[src/pkg/iwc_cfg.svh]
`ifndef IWC_CFG_SVH
`define IWC_CFG_SVH
// avalon register word addresses (byte address = index * 4)
`define IWC_ADDR_REQ 4'h0
`define IWC_ADDR_MASK 4'h1
`define IWC_ADDR_EDGE 4'h2
`define IWC_ADDR_AUX 4'h3
`define IWC_ADDR_SP 4'h4
`define IWC_ADDR_STAT 4'h5
`define IWC_ADDR_DIE 4'h6
// field positions
`define IWC_AUX_FAST_BIT 5
`define IWC_MASK_TMR2_BIT 6
`define IWC_MASK_LED_PWM_GENERATOR_BIT 5
`define IWC_MASK_CMP_BIT 4
// edge select codes per pin; the other two codes mean both edges
`define IWC_EDGE_RISE 2'h1
`define IWC_EDGE_FALL 2'h2
// vector and stack step
`define IWC_VECTOR 16'h0010
`define IWC_SP_STEP 8'h02
// wake-up delays in low-speed oscillator periods
`define IWC_WAKE_NORMAL 12'hbb8
`define IWC_WAKE_FAST 12'h02d
// reset values
`define IWC_RST_AUX 8'h00
`define IWC_RST_SP 8'h00
`endif

[src/pkg/iwc_pkg.sv]
package iwc_pkg;
  // processor core instruction strobes
  typedef struct packed {
    logic take_ack;
    logic global_on;
    logic global_off;
    logic ret;
    logic push_flags;
    logic pop_flags;
    logic power_save;
    logic power_down;
  } iwc_cpu_cmd_t;
  // memory write request towards data memory
  typedef struct packed {
    logic we;
    logic [7:0] addr;
    logic [7:0] data;
  } iwc_mem_wr_t;
  // power state machine, one-hot
  typedef enum logic [3:0] {
    IWC_ON = 4'b0001,
    IWC_SAVE = 4'b0010,
    IWC_DOWN = 4'b0100,
    IWC_WAKE = 4'b1000
  } iwc_pwr_t;
endpackage

[src/core/iwc_ctrl.sv]
// Added by the designer: the Avalon-MM slave port and the register addresses.
`include "iwc_cfg.svh"
// Function
// - each request line has its own enable bit in the mask register
// - flags set only by hardware; cleared only by software write of flag register
// - pin flags set on rising, falling or both edges per edge select
// - global enable set and cleared by instructions gates all lines
// - on interrupt, store program counter at stack pointer, then add two
// - on interrupt, global enable is cleared automatically
// - on interrupt, next fetch comes from vector 0x010
// - flags set even when their enable bit is zero
// - return reloads counter from stack, subtracts two, re-enables global enable
// - push and pop of working register and flags use two stack bytes
// - power-save stops only system clock; oscillators keep running, memory off
// - in power-save timers stop on system clock or disabled oscillator
// - power-down stops all oscillators and program memory, keeps contents
// - power-save wakes on enabled pin toggle or any of three timers
// - power-down wakes only on pin toggles
// - after pin wake-up execution resumes after the sleep instruction
// - normal wake-up resumes after 3000 low-speed oscillator periods
// - fast wake-up resumes after 45 low-speed oscillator periods
// - fast boot option forces fast wake-up, else aux bit 5 selects
// - mask bit 6 timer two, bit 5 pwm generator, bit 4 comparator
module iwc_ctrl #(
  parameter int NPIN = 8,
  parameter bit FAST_BOOT = 1'b0,
  parameter int WAKE_W = 12
) (
  // clock and reset
  input wire logic clock,
  input wire logic rstn,
  // avalon-mm slave
  input wire logic [3:0] avs_address,
  input wire logic avs_read,
  input wire logic avs_write,
  input wire logic [31:0] avs_writedata,
  input wire logic [3:0] avs_byteenable,
  output logic [31:0] avs_readdata,
  output logic avs_waitrequest,
  // interrupt sources; pins asynchronous, peripheral events on this clock
  input wire logic [1:0] ext_pin,
  input wire logic [NPIN-1:0] wake_pin,
  input wire logic t16_event,
  input wire logic cmp_event,
  input wire logic led_pwm_generator_event,
  input wire logic t2_event,
  input wire logic t3_event,
  input wire logic lrc_tick,
  // processor core side
  input wire iwc_pkg::iwc_cpu_cmd_t cpu_cmd,
  input wire logic [15:0] cpu_pc,
  input wire logic [7:0] cpu_acc,
  input wire logic [7:0] cpu_flags,
  input wire logic [15:0] mem_rdata,
  output logic irq_take,
  output logic [15:0] vector_pc,
  output iwc_pkg::iwc_mem_wr_t mem_wr,
  output logic [7:0] mem_raddr,
  output logic [15:0] pc_load,
  output logic pc_load_en,
  // clock and power control
  output logic sys_clk_en,
  output logic osc_en,
  output logic prog_mem_on,
  output logic timers_run_lrc
);
  import iwc_pkg::*;

  // registers
  logic [7:0] req_reg, req_next;
  logic [7:0] mask_reg;
  logic [7:0] edge_reg;
  logic [7:0] aux_reg;
  logic [7:0] sp_reg, sp_next;
  logic [NPIN-1:0] die_reg;
  logic gie_reg;
  logic [1:0] ext_s1_reg, ext_s2_reg, ext_d_reg;
  logic [NPIN-1:0] wp_s1_reg, wp_s2_reg, wp_d_reg;
  iwc_pwr_t pwr_reg, pwr_next;
  logic [WAKE_W-1:0] wcnt_reg;
  logic [31:0] rdata_reg;
  logic ack_reg;
  logic wait_reg;
  logic irq_take_reg;
  iwc_mem_wr_t mem_wr_reg;
  logic [7:0] mem_raddr_reg;
  logic [15:0] pc_load_reg;
  logic pc_load_en_reg;
  logic [1:0] pop_stage_reg;
  logic push_stage_reg;

  // bus decode; answer one cycle after the request
  wire bus_req = (avs_read | avs_write) & ~ack_reg;
  wire wr_en = avs_write & ~ack_reg & avs_byteenable[0];
  wire wr_req = wr_en & (avs_address == `IWC_ADDR_REQ);
  wire wr_mask = wr_en & (avs_address == `IWC_ADDR_MASK);
  wire wr_edge = wr_en & (avs_address == `IWC_ADDR_EDGE);
  wire wr_aux = wr_en & (avs_address == `IWC_ADDR_AUX);
  wire wr_sp = wr_en & (avs_address == `IWC_ADDR_SP);
  wire wr_die = wr_en & (avs_address == `IWC_ADDR_DIE);

  // edge detection on synchronised pins; edge reg bits [1:0] pin0, [3:2] pin1
  wire [1:0] ext_rise = ext_s2_reg & ~ext_d_reg;
  wire [1:0] ext_fall = ~ext_s2_reg & ext_d_reg;
  wire [1:0] ext_hit;
  genvar g;
  generate
    for (g = 0; g < 2; g++) begin : g_edge
      // 00 both edges, 01 rising, 10 falling, 11 both
      assign ext_hit[g] = (ext_rise[g] & (edge_reg[2*g+1:2*g] != `IWC_EDGE_FALL)) |
                          (ext_fall[g] & (edge_reg[2*g+1:2*g] != `IWC_EDGE_RISE));
    end
  endgenerate

  // event vector: 0,1 pins, 2 sixteen_bit_timer, 3 timer3, 4 comparator, 5 led_pwm_generator, 6 eight_bit_timer_two
  wire [7:0] ev = {1'b0, t2_event, led_pwm_generator_event, cmp_event, t3_event, t16_event, ext_hit};
  // events land regardless of mask; a set in the clear cycle wins
  assign req_next = (wr_req ? (req_reg & avs_writedata[7:0]) : req_reg) | ev;

  // interrupt decision at an instruction boundary (core ack strobe)
  wire pending = |(req_reg & mask_reg);
  wire in_on = (pwr_reg == IWC_ON);
  wire take = gie_reg & pending & in_on & cpu_cmd.take_ack;

  // wake sources; pin toggle on any input with its digital enable set
  wire pin_toggle = |((wp_s2_reg ^ wp_d_reg) & die_reg);
  wire timer_wake = t16_event | t2_event | t3_event;
  wire fast_wake = FAST_BOOT | aux_reg[`IWC_AUX_FAST_BIT];
  wire [WAKE_W-1:0] wake_len = fast_wake ? WAKE_W'(`IWC_WAKE_FAST) :
                                           WAKE_W'(`IWC_WAKE_NORMAL);

  // stack pointer arithmetic
  wire do_push = take | cpu_cmd.push_flags;
  wire do_pop = cpu_cmd.ret | cpu_cmd.pop_flags;
  assign sp_next = wr_sp ? avs_writedata[7:0] :
                   do_push ? sp_reg + `IWC_SP_STEP :
                   do_pop ? sp_reg - `IWC_SP_STEP : sp_reg;

  // power state machine
  always_comb begin
    pwr_next = pwr_reg;
    case (pwr_reg)
      IWC_ON: begin
        if (cpu_cmd.power_down) pwr_next = IWC_DOWN;
        else if (cpu_cmd.power_save) pwr_next = IWC_SAVE;
      end
      IWC_SAVE: if (pin_toggle | timer_wake) pwr_next = IWC_WAKE;
      IWC_DOWN: if (pin_toggle) pwr_next = IWC_WAKE;
      IWC_WAKE: if (wcnt_reg == '0) pwr_next = IWC_ON;
      default: pwr_next = IWC_ON;
    endcase
  end

  // register file writes
  always_ff @(posedge clock or negedge rstn) begin
    if (!rstn) begin
      req_reg <= 8'h00;
      mask_reg <= 8'h00;
      edge_reg <= 8'h00;
      aux_reg <= `IWC_RST_AUX;
      die_reg <= '0;
      sp_reg <= `IWC_RST_SP;
    end else begin
      req_reg <= req_next;
      if (wr_mask) mask_reg <= avs_writedata[7:0];
      if (wr_edge) edge_reg <= avs_writedata[7:0];
      if (wr_aux) aux_reg <= avs_writedata[7:0];
      if (wr_die) die_reg <= avs_writedata[NPIN-1:0];
      sp_reg <= sp_next;
    end
  end

  // global enable: entry clears it, return sets it
  always_ff @(posedge clock or negedge rstn) begin
    if (!rstn) gie_reg <= 1'b0;
    else if (take | cpu_cmd.global_off) gie_reg <= 1'b0;
    else if (cpu_cmd.ret | cpu_cmd.global_on) gie_reg <= 1'b1;
  end

  // two-flop synchronisers plus edge history for asynchronous pins
  always_ff @(posedge clock or negedge rstn) begin
    if (!rstn) begin
      ext_s1_reg <= 2'h0;
      ext_s2_reg <= 2'h0;
      ext_d_reg <= 2'h0;
      wp_s1_reg <= '0;
      wp_s2_reg <= '0;
      wp_d_reg <= '0;
    end else begin
      ext_s1_reg <= ext_pin;
      ext_s2_reg <= ext_s1_reg;
      ext_d_reg <= ext_s2_reg;
      wp_s1_reg <= wake_pin;
      wp_s2_reg <= wp_s1_reg;
      wp_d_reg <= wp_s2_reg;
    end
  end

  // power state and wake-up counter, counted in low-speed ticks
  always_ff @(posedge clock or negedge rstn) begin
    if (!rstn) begin
      pwr_reg <= IWC_ON;
      wcnt_reg <= '0;
    end else begin
      pwr_reg <= pwr_next;
      if (pwr_reg != IWC_WAKE && pwr_next == IWC_WAKE) wcnt_reg <= wake_len;
      else if (pwr_reg == IWC_WAKE && lrc_tick && wcnt_reg != '0)
        wcnt_reg <= wcnt_reg - WAKE_W'(1);
    end
  end

  // clock gating outputs: save keeps oscillators, down stops them
  always_ff @(posedge clock or negedge rstn) begin
    if (!rstn) begin
      sys_clk_en <= 1'b1;
      osc_en <= 1'b1;
      prog_mem_on <= 1'b1;
      timers_run_lrc <= 1'b1;
    end else begin
      sys_clk_en <= (pwr_next == IWC_ON);
      osc_en <= (pwr_next != IWC_DOWN);
      prog_mem_on <= (pwr_next == IWC_ON);
      timers_run_lrc <= (pwr_next != IWC_DOWN);
    end
  end

  // stack traffic: entry and push write, return and pop set the read address, only return then loads
  always_ff @(posedge clock or negedge rstn) begin
    if (!rstn) begin
      irq_take_reg <= 1'b0;
      mem_wr_reg <= '0;
      mem_raddr_reg <= 8'h00;
      pc_load_reg <= 16'h0000;
      pc_load_en_reg <= 1'b0;
      pop_stage_reg <= 2'h0;
      push_stage_reg <= 1'b0;
    end else begin
      irq_take_reg <= take;
      mem_wr_reg.we <= take | cpu_cmd.push_flags | push_stage_reg;
      push_stage_reg <= take | cpu_cmd.push_flags;
      if (take) begin
        mem_wr_reg.addr <= sp_reg;
        mem_wr_reg.data <= cpu_pc[7:0];
        pc_load_reg <= `IWC_VECTOR;
      end else if (cpu_cmd.push_flags) begin
        mem_wr_reg.addr <= sp_reg;
        mem_wr_reg.data <= cpu_acc;
      end else if (push_stage_reg) begin
        mem_wr_reg.addr <= mem_wr_reg.addr + 8'h01;
        mem_wr_reg.data <= irq_take_reg ? cpu_pc[15:8] : cpu_flags;
      end
      if (do_pop) mem_raddr_reg <= sp_reg - `IWC_SP_STEP;
      pop_stage_reg <= {pop_stage_reg[0] & 1'b0, cpu_cmd.ret};
      pc_load_en_reg <= take | pop_stage_reg[0];
      if (pop_stage_reg[0]) pc_load_reg <= mem_rdata;
    end
  end

  // bus answer with read mux; unmapped reads give zero
  wire [31:0] rd_mux =
    (avs_address == `IWC_ADDR_REQ) ? {24'h0, req_reg} :
    (avs_address == `IWC_ADDR_MASK) ? {24'h0, mask_reg} :
    (avs_address == `IWC_ADDR_EDGE) ? {24'h0, edge_reg} :
    (avs_address == `IWC_ADDR_AUX) ? {24'h0, aux_reg} :
    (avs_address == `IWC_ADDR_SP) ? {24'h0, sp_reg} :
    (avs_address == `IWC_ADDR_STAT) ? {27'h0, gie_reg, pwr_reg} :
    (avs_address == `IWC_ADDR_DIE) ? 32'(die_reg) : 32'h0;

  always_ff @(posedge clock or negedge rstn) begin
    if (!rstn) begin
      ack_reg <= 1'b0;
      wait_reg <= 1'b1;
      rdata_reg <= 32'h0;
    end else begin
      ack_reg <= bus_req;
      wait_reg <= ~bus_req; // output straight from a flop, inverse of ack
      if (bus_req && avs_read) rdata_reg <= rd_mux;
    end
  end

  assign avs_waitrequest = wait_reg;
  assign avs_readdata = rdata_reg;
  assign irq_take = irq_take_reg;
  assign vector_pc = pc_load_reg;
  assign mem_wr = mem_wr_reg;
  assign mem_raddr = mem_raddr_reg;
  assign pc_load = pc_load_reg;
  assign pc_load_en = pc_load_en_reg;
endmodule

[config.mk]
export PLATFORM = sky130hd
export DESIGN_NAME = iwc_ctrl
export DESIGN_NICKNAME = d
export VERILOG_FILES = /design/src/pkg/iwc_pkg.sv /design/src/core/iwc_ctrl.sv
export VERILOG_INCLUDE_DIRS = /design/src /design/src/pkg
export SDC_FILE = /design/constraint.sdc
export NUM_CORES = 1
export LEC_CHECK = 0
export BUFFER_PORTS_ARGS = -buffer_cell sky130_fd_sc_hd__buf_2
export CORE_MARGIN = 2
export CORE_UTILIZATION = 45
export DETAILED_ROUTE_END_ITERATION = 6
export GPL_ROUTABILITY_DRIVEN = 0
export MAX_ROUTING_LAYER = met4
export PLACE_DENSITY = 0.75
export SLEW_MARGIN = 0
export SYNTH_ARGS = -nofsm -noshare
export SYNTH_HDL_FRONTEND = slang
export SYNTH_SLANG_ARGS = --single-unit
[constraint.sdc]
create_clock -name clock -period 2.35 [get_ports clock]
set_clock_uncertainty 0.2 [all_clocks]
set_input_delay 0.235 -clock clock [delete_from_list [all_inputs] [get_ports clock]]
set_output_delay 0.235 -clock clock [all_outputs]
set_load 0.1 [all_outputs]
# Word level (Yosys, flattened, before mapping)
# Index checks and enable logic that the tools add are counted.
[totals] regBits=176 inputBits=116 out_inout_bits=96 elab_cells=132
[classes] n_reduce_logical=14 add_sub_neg=4 mux=28 bitwise=39 eq_ne=18
[ops] cell="8-bit 2-to-1 mux" count=12
[ops] cell="16-bit 2-to-1 mux" count=5
[ops] cell="12-bit 2-to-1 mux" count=3
[ops] cell="8-bit AND" count=3
[ops] cell="4-bit 2-to-1 mux" count=5
[ops] cell="1-bit AND" count=16
[ops] cell="4-bit by 3-bit == test with 1-bit output (second input constant)" count=4
[ops] cell="4-bit one-hot mux with 4 select lines" count=1
[ops] cell="8-bit OR reduction" count=2
[ops] cell="4-bit by 1-bit == test with 1-bit output (second input constant)" count=3
[ops] cell="4-bit by 2-bit == test with 1-bit output (second input constant)" count=3
[ops] cell="12-bit logical NOT" count=1
[ops] cell="1-bit bitwise OR" count=12
[ops] cell="12-bit nonzero test" count=1
[ops] cell="12-bit by 1-bit subtractor with 12-bit output (second input constant)" count=1
[ops] cell="8-bit by 1-bit adder with 8-bit output (second input constant)" count=1
[ops] cell="8-bit by 2-bit adder with 8-bit output (second input constant)" count=1
[ops] cell="4-bit == test (second input constant)" count=2
[ops] cell="8-bit by 7-bit bitwise OR with 8-bit output" count=1
[ops] cell="8-bit by 2-bit subtractor with 8-bit output (second input constant)" count=1
[ops] cell="8-bit XOR" count=1
[ops] cell="2-bit nonzero test" count=3
[ops] cell="3-bit nonzero test" count=2
[ops] cell="2-bit AND" count=2
[ops] cell="9 further kinds" count=17

# Logic depth before layout (Yosys ltp)
# Gate-level depths: netlist of the first run.
[depth] ltp_word=9 ltp_mapped=9 depth_no_buf=8

# Worst setup path after synthesis of the first run
# No wires, ideal clock.
[synth_timing] path_kind="register -> register" startpoint="reg wcnt_reg[2]" endpoint="reg wcnt_reg[7]" slack_ns=0.163 stages_incl_launch_ff=7 setup_ns=0.137 period_less_slack_ns=2.187 t_arrival_ns=1.850 t_required_ns=2.013 path_buffers=0 path_cell_list="dfrtp_1 -> or4_4 -> nor4_4 -> or4_4 -> or3_1 -> xor2_1 -> a21oi_1"
[synth_via] elab_chain_len=6 word_cells_on_any_way=11 cone_classes="1 x add/sub; 1 x eq/ne; 4 x mux; 5 x reduce/logical"
[synth_lines] element="start, declared" line="iwc_ctrl.sv:80" rtl="logic [WAKE_W-1:0] wcnt_reg;"
[synth_lines] element="start signal, assigned" line="iwc_ctrl.sv:206" rtl="if (pwr_reg != IWC_WAKE && pwr_next == IWC_WAKE) wcnt_reg <= wake_len;"
[synth_lines] element="start signal, assigned" line="iwc_ctrl.sv:208" rtl="wcnt_reg <= wcnt_reg - WAKE_W'(1);"
[synth_lines] element="12-bit logical NOT" line="iwc_ctrl.sv:149" rtl="IWC_WAKE: if (wcnt_reg == '0) pwr_next = IWC_ON;"
[synth_lines] element="4-bit 2-to-1 mux" line="iwc_ctrl.sv:149"
[synth_lines] element="4-bit one-hot mux with 4 select lines" line="iwc_ctrl.sv:142" rtl="case (pwr_reg)"
[synth_lines] element="4-bit == test" line="iwc_ctrl.sv:206"
[synth_lines] element="1-bit logical AND" line="iwc_ctrl.sv:206"
[synth_lines] element="12-bit 2-to-1 mux or 2-bit nonzero test (tied branches)"
# Several ways; a longest one is shown, not always the timed one. The select of a mux whose other input is x is not followed.
# A chain may end at the register's enable or synchronous reset.

# Final worst setup path of the first run
[layout_timing] startpoint="reg wcnt_reg[1]" endpoint="reg wcnt_reg[7]"
# Same word-level chain as after synthesis.

==> results of run 1 <==
critical path, stage by stage, from the launching register on:
cell and delay [ps]:
dfrtp_1 370, inv_1 50, ha_2 190, nand2b_4 80, nor4_4 50, or4_4 570
or3_4 400, xor2_2 150, a21oi_1 80
layer usage:
layer,vias to the layer above,share of wire [%],global-route usage (%)
li1,2813,-,-
met1,2772,43,26.88
met2,188,49,36.49
met3,25,5.4,4.275
met4,0,1.9,7.134
met5,-,0,-
layout make-up:
cell class | instances | share of cell area (%)
Timing Repair Buffer | 263 | 18.50
Clock buffer | 21 | 4.964
Sequential cell | 152 | 40.18
Clock inverter | 11 | 1.162
Inverter | 16 | 0.6733
Tap cell | 216 | 2.851
Antenna cell | 1 | 0.02640
Multi-Input combinational cell | 477 | 31.64
cell usage after synthesis (4+ instances only):
cell type | count | area, um2
a211oi_1 | 9 | 67.56
a21oi_1 | 35 | 175.2
a22oi_1 | 17 | 127.6
a2bb2oi_1 | 4 | 35.03
buf_1 | 4 | 15.01
buf_4 | 43 | 322.8
clkbuf_1 | 24 | 90.09
dfrtp_1 | 148 | 3704
dfstp_2 | 4 | 105.1
ha_1 | 4 | 50.05
inv_1 | 15 | 56.30
mux2_2 | 37 | 416.7
mux2i_1 | 17 | 170.2
nand2_1 | 91 | 341.6
nand2b_1 | 14 | 87.58
nand3_1 | 4 | 20.02
nand4_1 | 5 | 31.28
nor2_1 | 41 | 153.9
nor2b_1 | 7 | 43.79
nor3_1 | 13 | 65.06
o21ai_0 | 67 | 335.3
or2_2 | 4 | 25.02
xnor2_1 | 25 | 219.0
xor2_1 | 13 | 113.9
power by group:
group | internal (W) | total [W] | switching (W)
logic | 0.00112 | 0.00432 | 0.00320
registers | 0.00316 | 0.00365 | 0.000488
clock network | 0.00156 | 0.00266 | 0.00110
logic make-up after synthesis:
kind of cell               count (synthesis)  synth area share [%]
and+or+nand+nor                          205                 13.97
AOI/OAI and AO/OA                        152                 12.39
DFF                                      152                 52.90
buffers and inverters                     92                 7.212
muxes                                     54                 8.151
xor gates and xnor gates                  38                 4.623
adders and majority gates                  4                0.6952
other                                      1               0.05209
timing repair:
action | 4_1_cts | 5_1_grt
setup endpoints to repair | 1 | 15
gates resized for setup | 0 | 9
pin swaps | 0 | 5
hold buffers | 64 | 0
setup buffers | 2 | 3
hold endpoints to repair | 133 | 0
how the worst max path moves through the flow:
stage | from | end | slack, ps | cells after the start
global placement | wp_s2_reg[2] | wcnt_reg[1] | 80 | 6
detailed placement | wcnt_reg[0] | wcnt_reg[7] | 10 | 8
global route | pwr_reg[1] | wcnt_reg[7] | -20 | 6
finish | wcnt_reg[1] | wcnt_reg[7] | 60 | 8
floorplan | wcnt_reg[2] | wcnt_reg[7] | 160 | 6
CTS | wp_s2_reg[6] | wcnt_reg[4] | 0.005 | 6
stage by stage:
| step | cells | power [W] | utilization (%) | setup TNS [ps] |
|---|---|---|---|---|
| after floorplan | 721 | 0.007039 | - | 0 |
| after global placement | 1055 | 0.007759 | 51.82 | 0 |
| after detailed placement | 1055 | 0.007827 | 51.82 | 0 |
| after CTS | 1153 | 0.01061 | 59.66 | 0 |
| after global routing | 1157 | 0.01112 | 60.10 | -38.84 |
| final | 1157 | 0.01062 | 60.10 | 0 |
==> results_dict.tcl, run 1 <==
set metrics [dict create \
    ant_nets 0 \
    rr_startpoint "wcnt_reg[1]" \
    final_common_cell "buf_2" \
    p_leak_nw 4.341 \
    syn_to_final_growth_pct 31.65 \
    powerDensity_mw_per_mm2 1120 \
    drv_slew 0 \
    core_area_mm2 0.01577 \
    ys.warnings.count 0 \
    grt.total_usage_pct 21.84 \
    avgSynthCellArea_um2 10.31 \
    dp_hpwl_um 12200 \
    rsz0062_at_grt "yes" \
    synth_cell_types 57 \
    final_cell_mix "buf_2, dfrtp_1, nand2_1" \
    synth_cells 698 \
    crit_path_max_fanout 5 \
    setup_violations 0 \
    cts_root_buf "clkbuf_16" \
    hold_viol_final 0 \
    clk_path_buf_depth 2 \
    design.die.area_mm2 0.01703 \
    pre_cts_ws_ps 9.607 \
    initial_core_util_pct 45.65 \
    overflow 0 \
    crit_path_start_kind "flip-flop" \
    tightest_slew_ps 576.9 \
    via_per_inst 5.011 \
    critical_path_class "flip-flop to flip-flop" \
    num_vias 5798 \
    io_pins 212 \
    wirelength_um 18090 \
    synth_ff_type "dfrtp_1" \
    ys_ff_latch 152 \
    die_x_um 130.5 \
    first_global_vias 5629 \
    dpl_cell_area_mm2 0.008172 \
    antenna_found_initial 1 \
    synth_async_sr_flop_share_pct 100.0 \
    whs_endpoint "prog_mem_on" \
    die_h_um 130.5 \
    seq_area_mm2 0.003809 \
    fin_crit_ps 2294 \
    ff2ff_path_depth 8 \
    holdWs_ps 34.82 \
    drv_cap 0 \
    portBuffers 160 \
    outcome "completed" \
    critPathArrivalTime_ps 2380 \
    dr.pass1.iters 4 \
    cts.htree.levels 4 \
    cts_tree "done" \
    drtIter0Drc 336 \
    core.rowCount 46 \
    drive_gt1_share_pct 30.85 \
    r2r_setup_slack_ps 60 \
    critPathCaptureType "flip-flop" \
    clkLatencyLatePin_ps 430 \
    grt_pass1_wl_um 27790 \
    hold_path_depth 6 \
    cts_made_buffers 17 \
    drc 0 \
    syn-cell-area_mm2 0.007199 \
    required_ps 2430 \
    nNetsFinal 1047 \
    timing.fmax_mhz 435.9 \
    synth_edf_count 0 \
    routedWlPerCell_um 15.63 \
    ir_worst_vdd_v 0.0007942 \
    fill_cells 1312 \
    timing.final.crit_share_pct 97.62 \
    multi_input_area_mm2 0.002999 \
    timing.rr.end "wcnt_reg[7]" \
    hold_class "primary input to flip-flop" \
    grt_max_degree 60 \
    cts_num_sinks 152 \
    largest_register_ff_count 17 \
    fin_ws_ps 55.92 \
    ys_seq_area_share_pct 52.90 \
    final_area_mm2 0.009478 \
    cts.clk_slew.worst_paths_ps 60 \
    max_slew_margin_pct 61.00 \
    hp-start "cpu_cmd[1]" \
]
No activity file was read; power rests on OpenSTA's default activity.
==> run 2: changes to the inputs <==
PLACE_DENSITY = 0.72   (was 0.75)
clock period = 3 ns   (was 2.35 ns; I/O delays follow)
==> run 2 against run 1 <==
Net effect: non-clock buffer count decreased by 37; flip-flop and latch count unchanged; clock power decreased by 23%; cell area decreased by 3.7%; highest routed layer unchanged.
==> results_dict.tcl, run 2 (same netlist as run 1, synthesis figures left out) <==
set metrics [dict create \
    wirelength_um 16870 \
    outcome "completed" \
    ir_worst_vdd_v 0.0005987 \
    cts_root_buf "clkbuf_16" \
    final_util_pct 57.89 \
    critical_path_class "flip-flop to flip-flop" \
    p_total_w 0.008126 \
    critPathArrivalTime_ps 2820 \
    design.die.area_mm2 0.01703 \
    cpPeakStageDelay_ps 590 \
    grt.total_usage_pct 20.86 \
    initial_core_util_pct 45.65 \
    required_ps 3090 \
    place_inst 1032 \
    cp_cell_sequence "and2b_1 > and4_1 > nand2_1 > buf_4 > clkinvlp_4 > nand2_1 > o21ai_0 > dlygate4sd3_1" \
    cts_tree "done" \
    nNetsFinal 1010 \
    clk_path_buf_depth 2 \
    clkLatencyLatePin_ps 420 \
    die_x_um 130.5 \
    setup_tns_ps 0 \
    ant_nets 0 \
    final_cell_mix "buf_2, dfrtp_1, nand2_1" \
    overflow 0 \
    crit_path_max_fanout 19 \
    rsz0062_at_grt "no" \
    routedWlPerCell_um 15.07 \
    syn_to_final_growth_pct 26.82 \
    io_pins 212 \
    finalNonFillerCells 1119 \
    die_h_um 130.5 \
    cts.clk_slew.worst_paths_ps 70 \
    grt_pass1_wl_um 26720 \
    portBuffers 160 \
    cts_made_buffers 17 \
    setup_violations 0 \
    num_vias 5609 \
    drtIter0Drc 326 \
    drv_cap 0 \
    timing.final.crit_share_pct 91.09 \
    core.rowCount 46 \
    crit_path_start_kind "flip-flop" \
    powerDensity_mw_per_mm2 890.0 \
    drv_slew 0 \
    crit_family "buffers and inverters" \
    drc 0 \
    largest_register_ff_count 17 \
    via_per_inst 5.013 \
    fin_crit_ps 2733 \
    cts.htree.levels 4 \
    max_slew_margin_pct 43.94 \
    hold_viol_final 0 \
    p_leak_nw 4.157 \
    first_global_vias 5355 \
    hold_class "primary input to flip-flop" \
    drive_gt1_share_pct 28.35 \
    cp_slowest_cell "dlygate4sd3_1" \
    core_area_mm2 0.01577 \
    dr.pass1.iters 4 \
    critPathCaptureType "flip-flop" \
    final_common_cell "buf_2" \
    antenna_cells 0 \
    cpMostUsedCell "nand2_1" \
    dp_hpwl_um 11680 \
    cts_num_sinks 152 \
    antenna_found_initial 0 \
    critPathBufInv 3 \
    timing.fmax_mhz 366.0 \
    tightest_slew_ps 840.9 \
    grt_max_degree 84 \
]
==> run 2: area by class of cell <==
cell class,instances,area [um2]
Sequential cell,152,3809
Tap cell,216,270.3
Timing Repair Buffer,226,1453
Clock buffer,18,439.2
Multi-Input combinational cell,477,2958
Clock inverter,14,137.6
Inverter,16,63.81
Fill cell,1412,6640
==> run 2: what timing repair did <==
action | 4_1_cts | 5_1_grt
hold buffers | 55 | 0
hold endpoints to repair | 81 | 0
buffers inserted | 0 | 0
setup endpoints to repair | 0 | 7
resized for setup | 0 | 1
==> run 2: tightest hold or removal path, stage by stage <==
cell	delay (ps)
buf_2	80
a21oi_1	60
o21ai_0	160
==> run 2: worst paths after layout <==
path | endpoint | slack, ps | depth (start not counted) | startpoint
hold reg to reg | wp_s2_reg[2] | 150 | 0 | wp_s1_reg[2]
min in group asynchronous | mem_wr[7] | 160 | 2 | rstn
setup reg to reg | mem_wr[4] | 270 | 8 | pwr_reg[2]
setup / recovery | mem_wr[4] | 270 | 8 | pwr_reg[2]
hold / removal | mem_wr[0] | 20 | 3 | cpu_acc[0]
max in group asynchronous | avs_waitrequest | 1640 | 3 | rstn
==> run 2: stage by stage <==
step | worst slack (ps) | hold slack [ps] | instance area (um2)
after floorplan | 812.9 | -195.6 | 7286
after global placement | 563.0 | 27.54 | 7999
after detailed placement | 540.8 | 26.84 | 7999
after CTS | 151.7 | 7.141 | 9126
after global routing | 99.40 | 5.283 | 9130
final | 267.4 | 17.33 | 9130
==> run 2: layer usage <==
metal | up-vias | GRT usage, % | share of wire [%]
met5 | - | - | 0
met1 | 2697 | 25.98 | 42
li1 | 2734 | - | -
met3 | 23 | 4.397 | 5.2
met4 | 0 | 7.697 | 1.9
met2 | 155 | 33.82 | 51
==> run 2: where the power goes <==
group | switching, W | internal, W | leakage [nW] | total, W
clock network | 0.000871 | 0.00118 | 0.272 | 0.00205
registers | 0.000443 | 0.00247 | 1.82 | 0.00292
logic | 0.00237 | 0.000788 | 2.06 | 0.00316
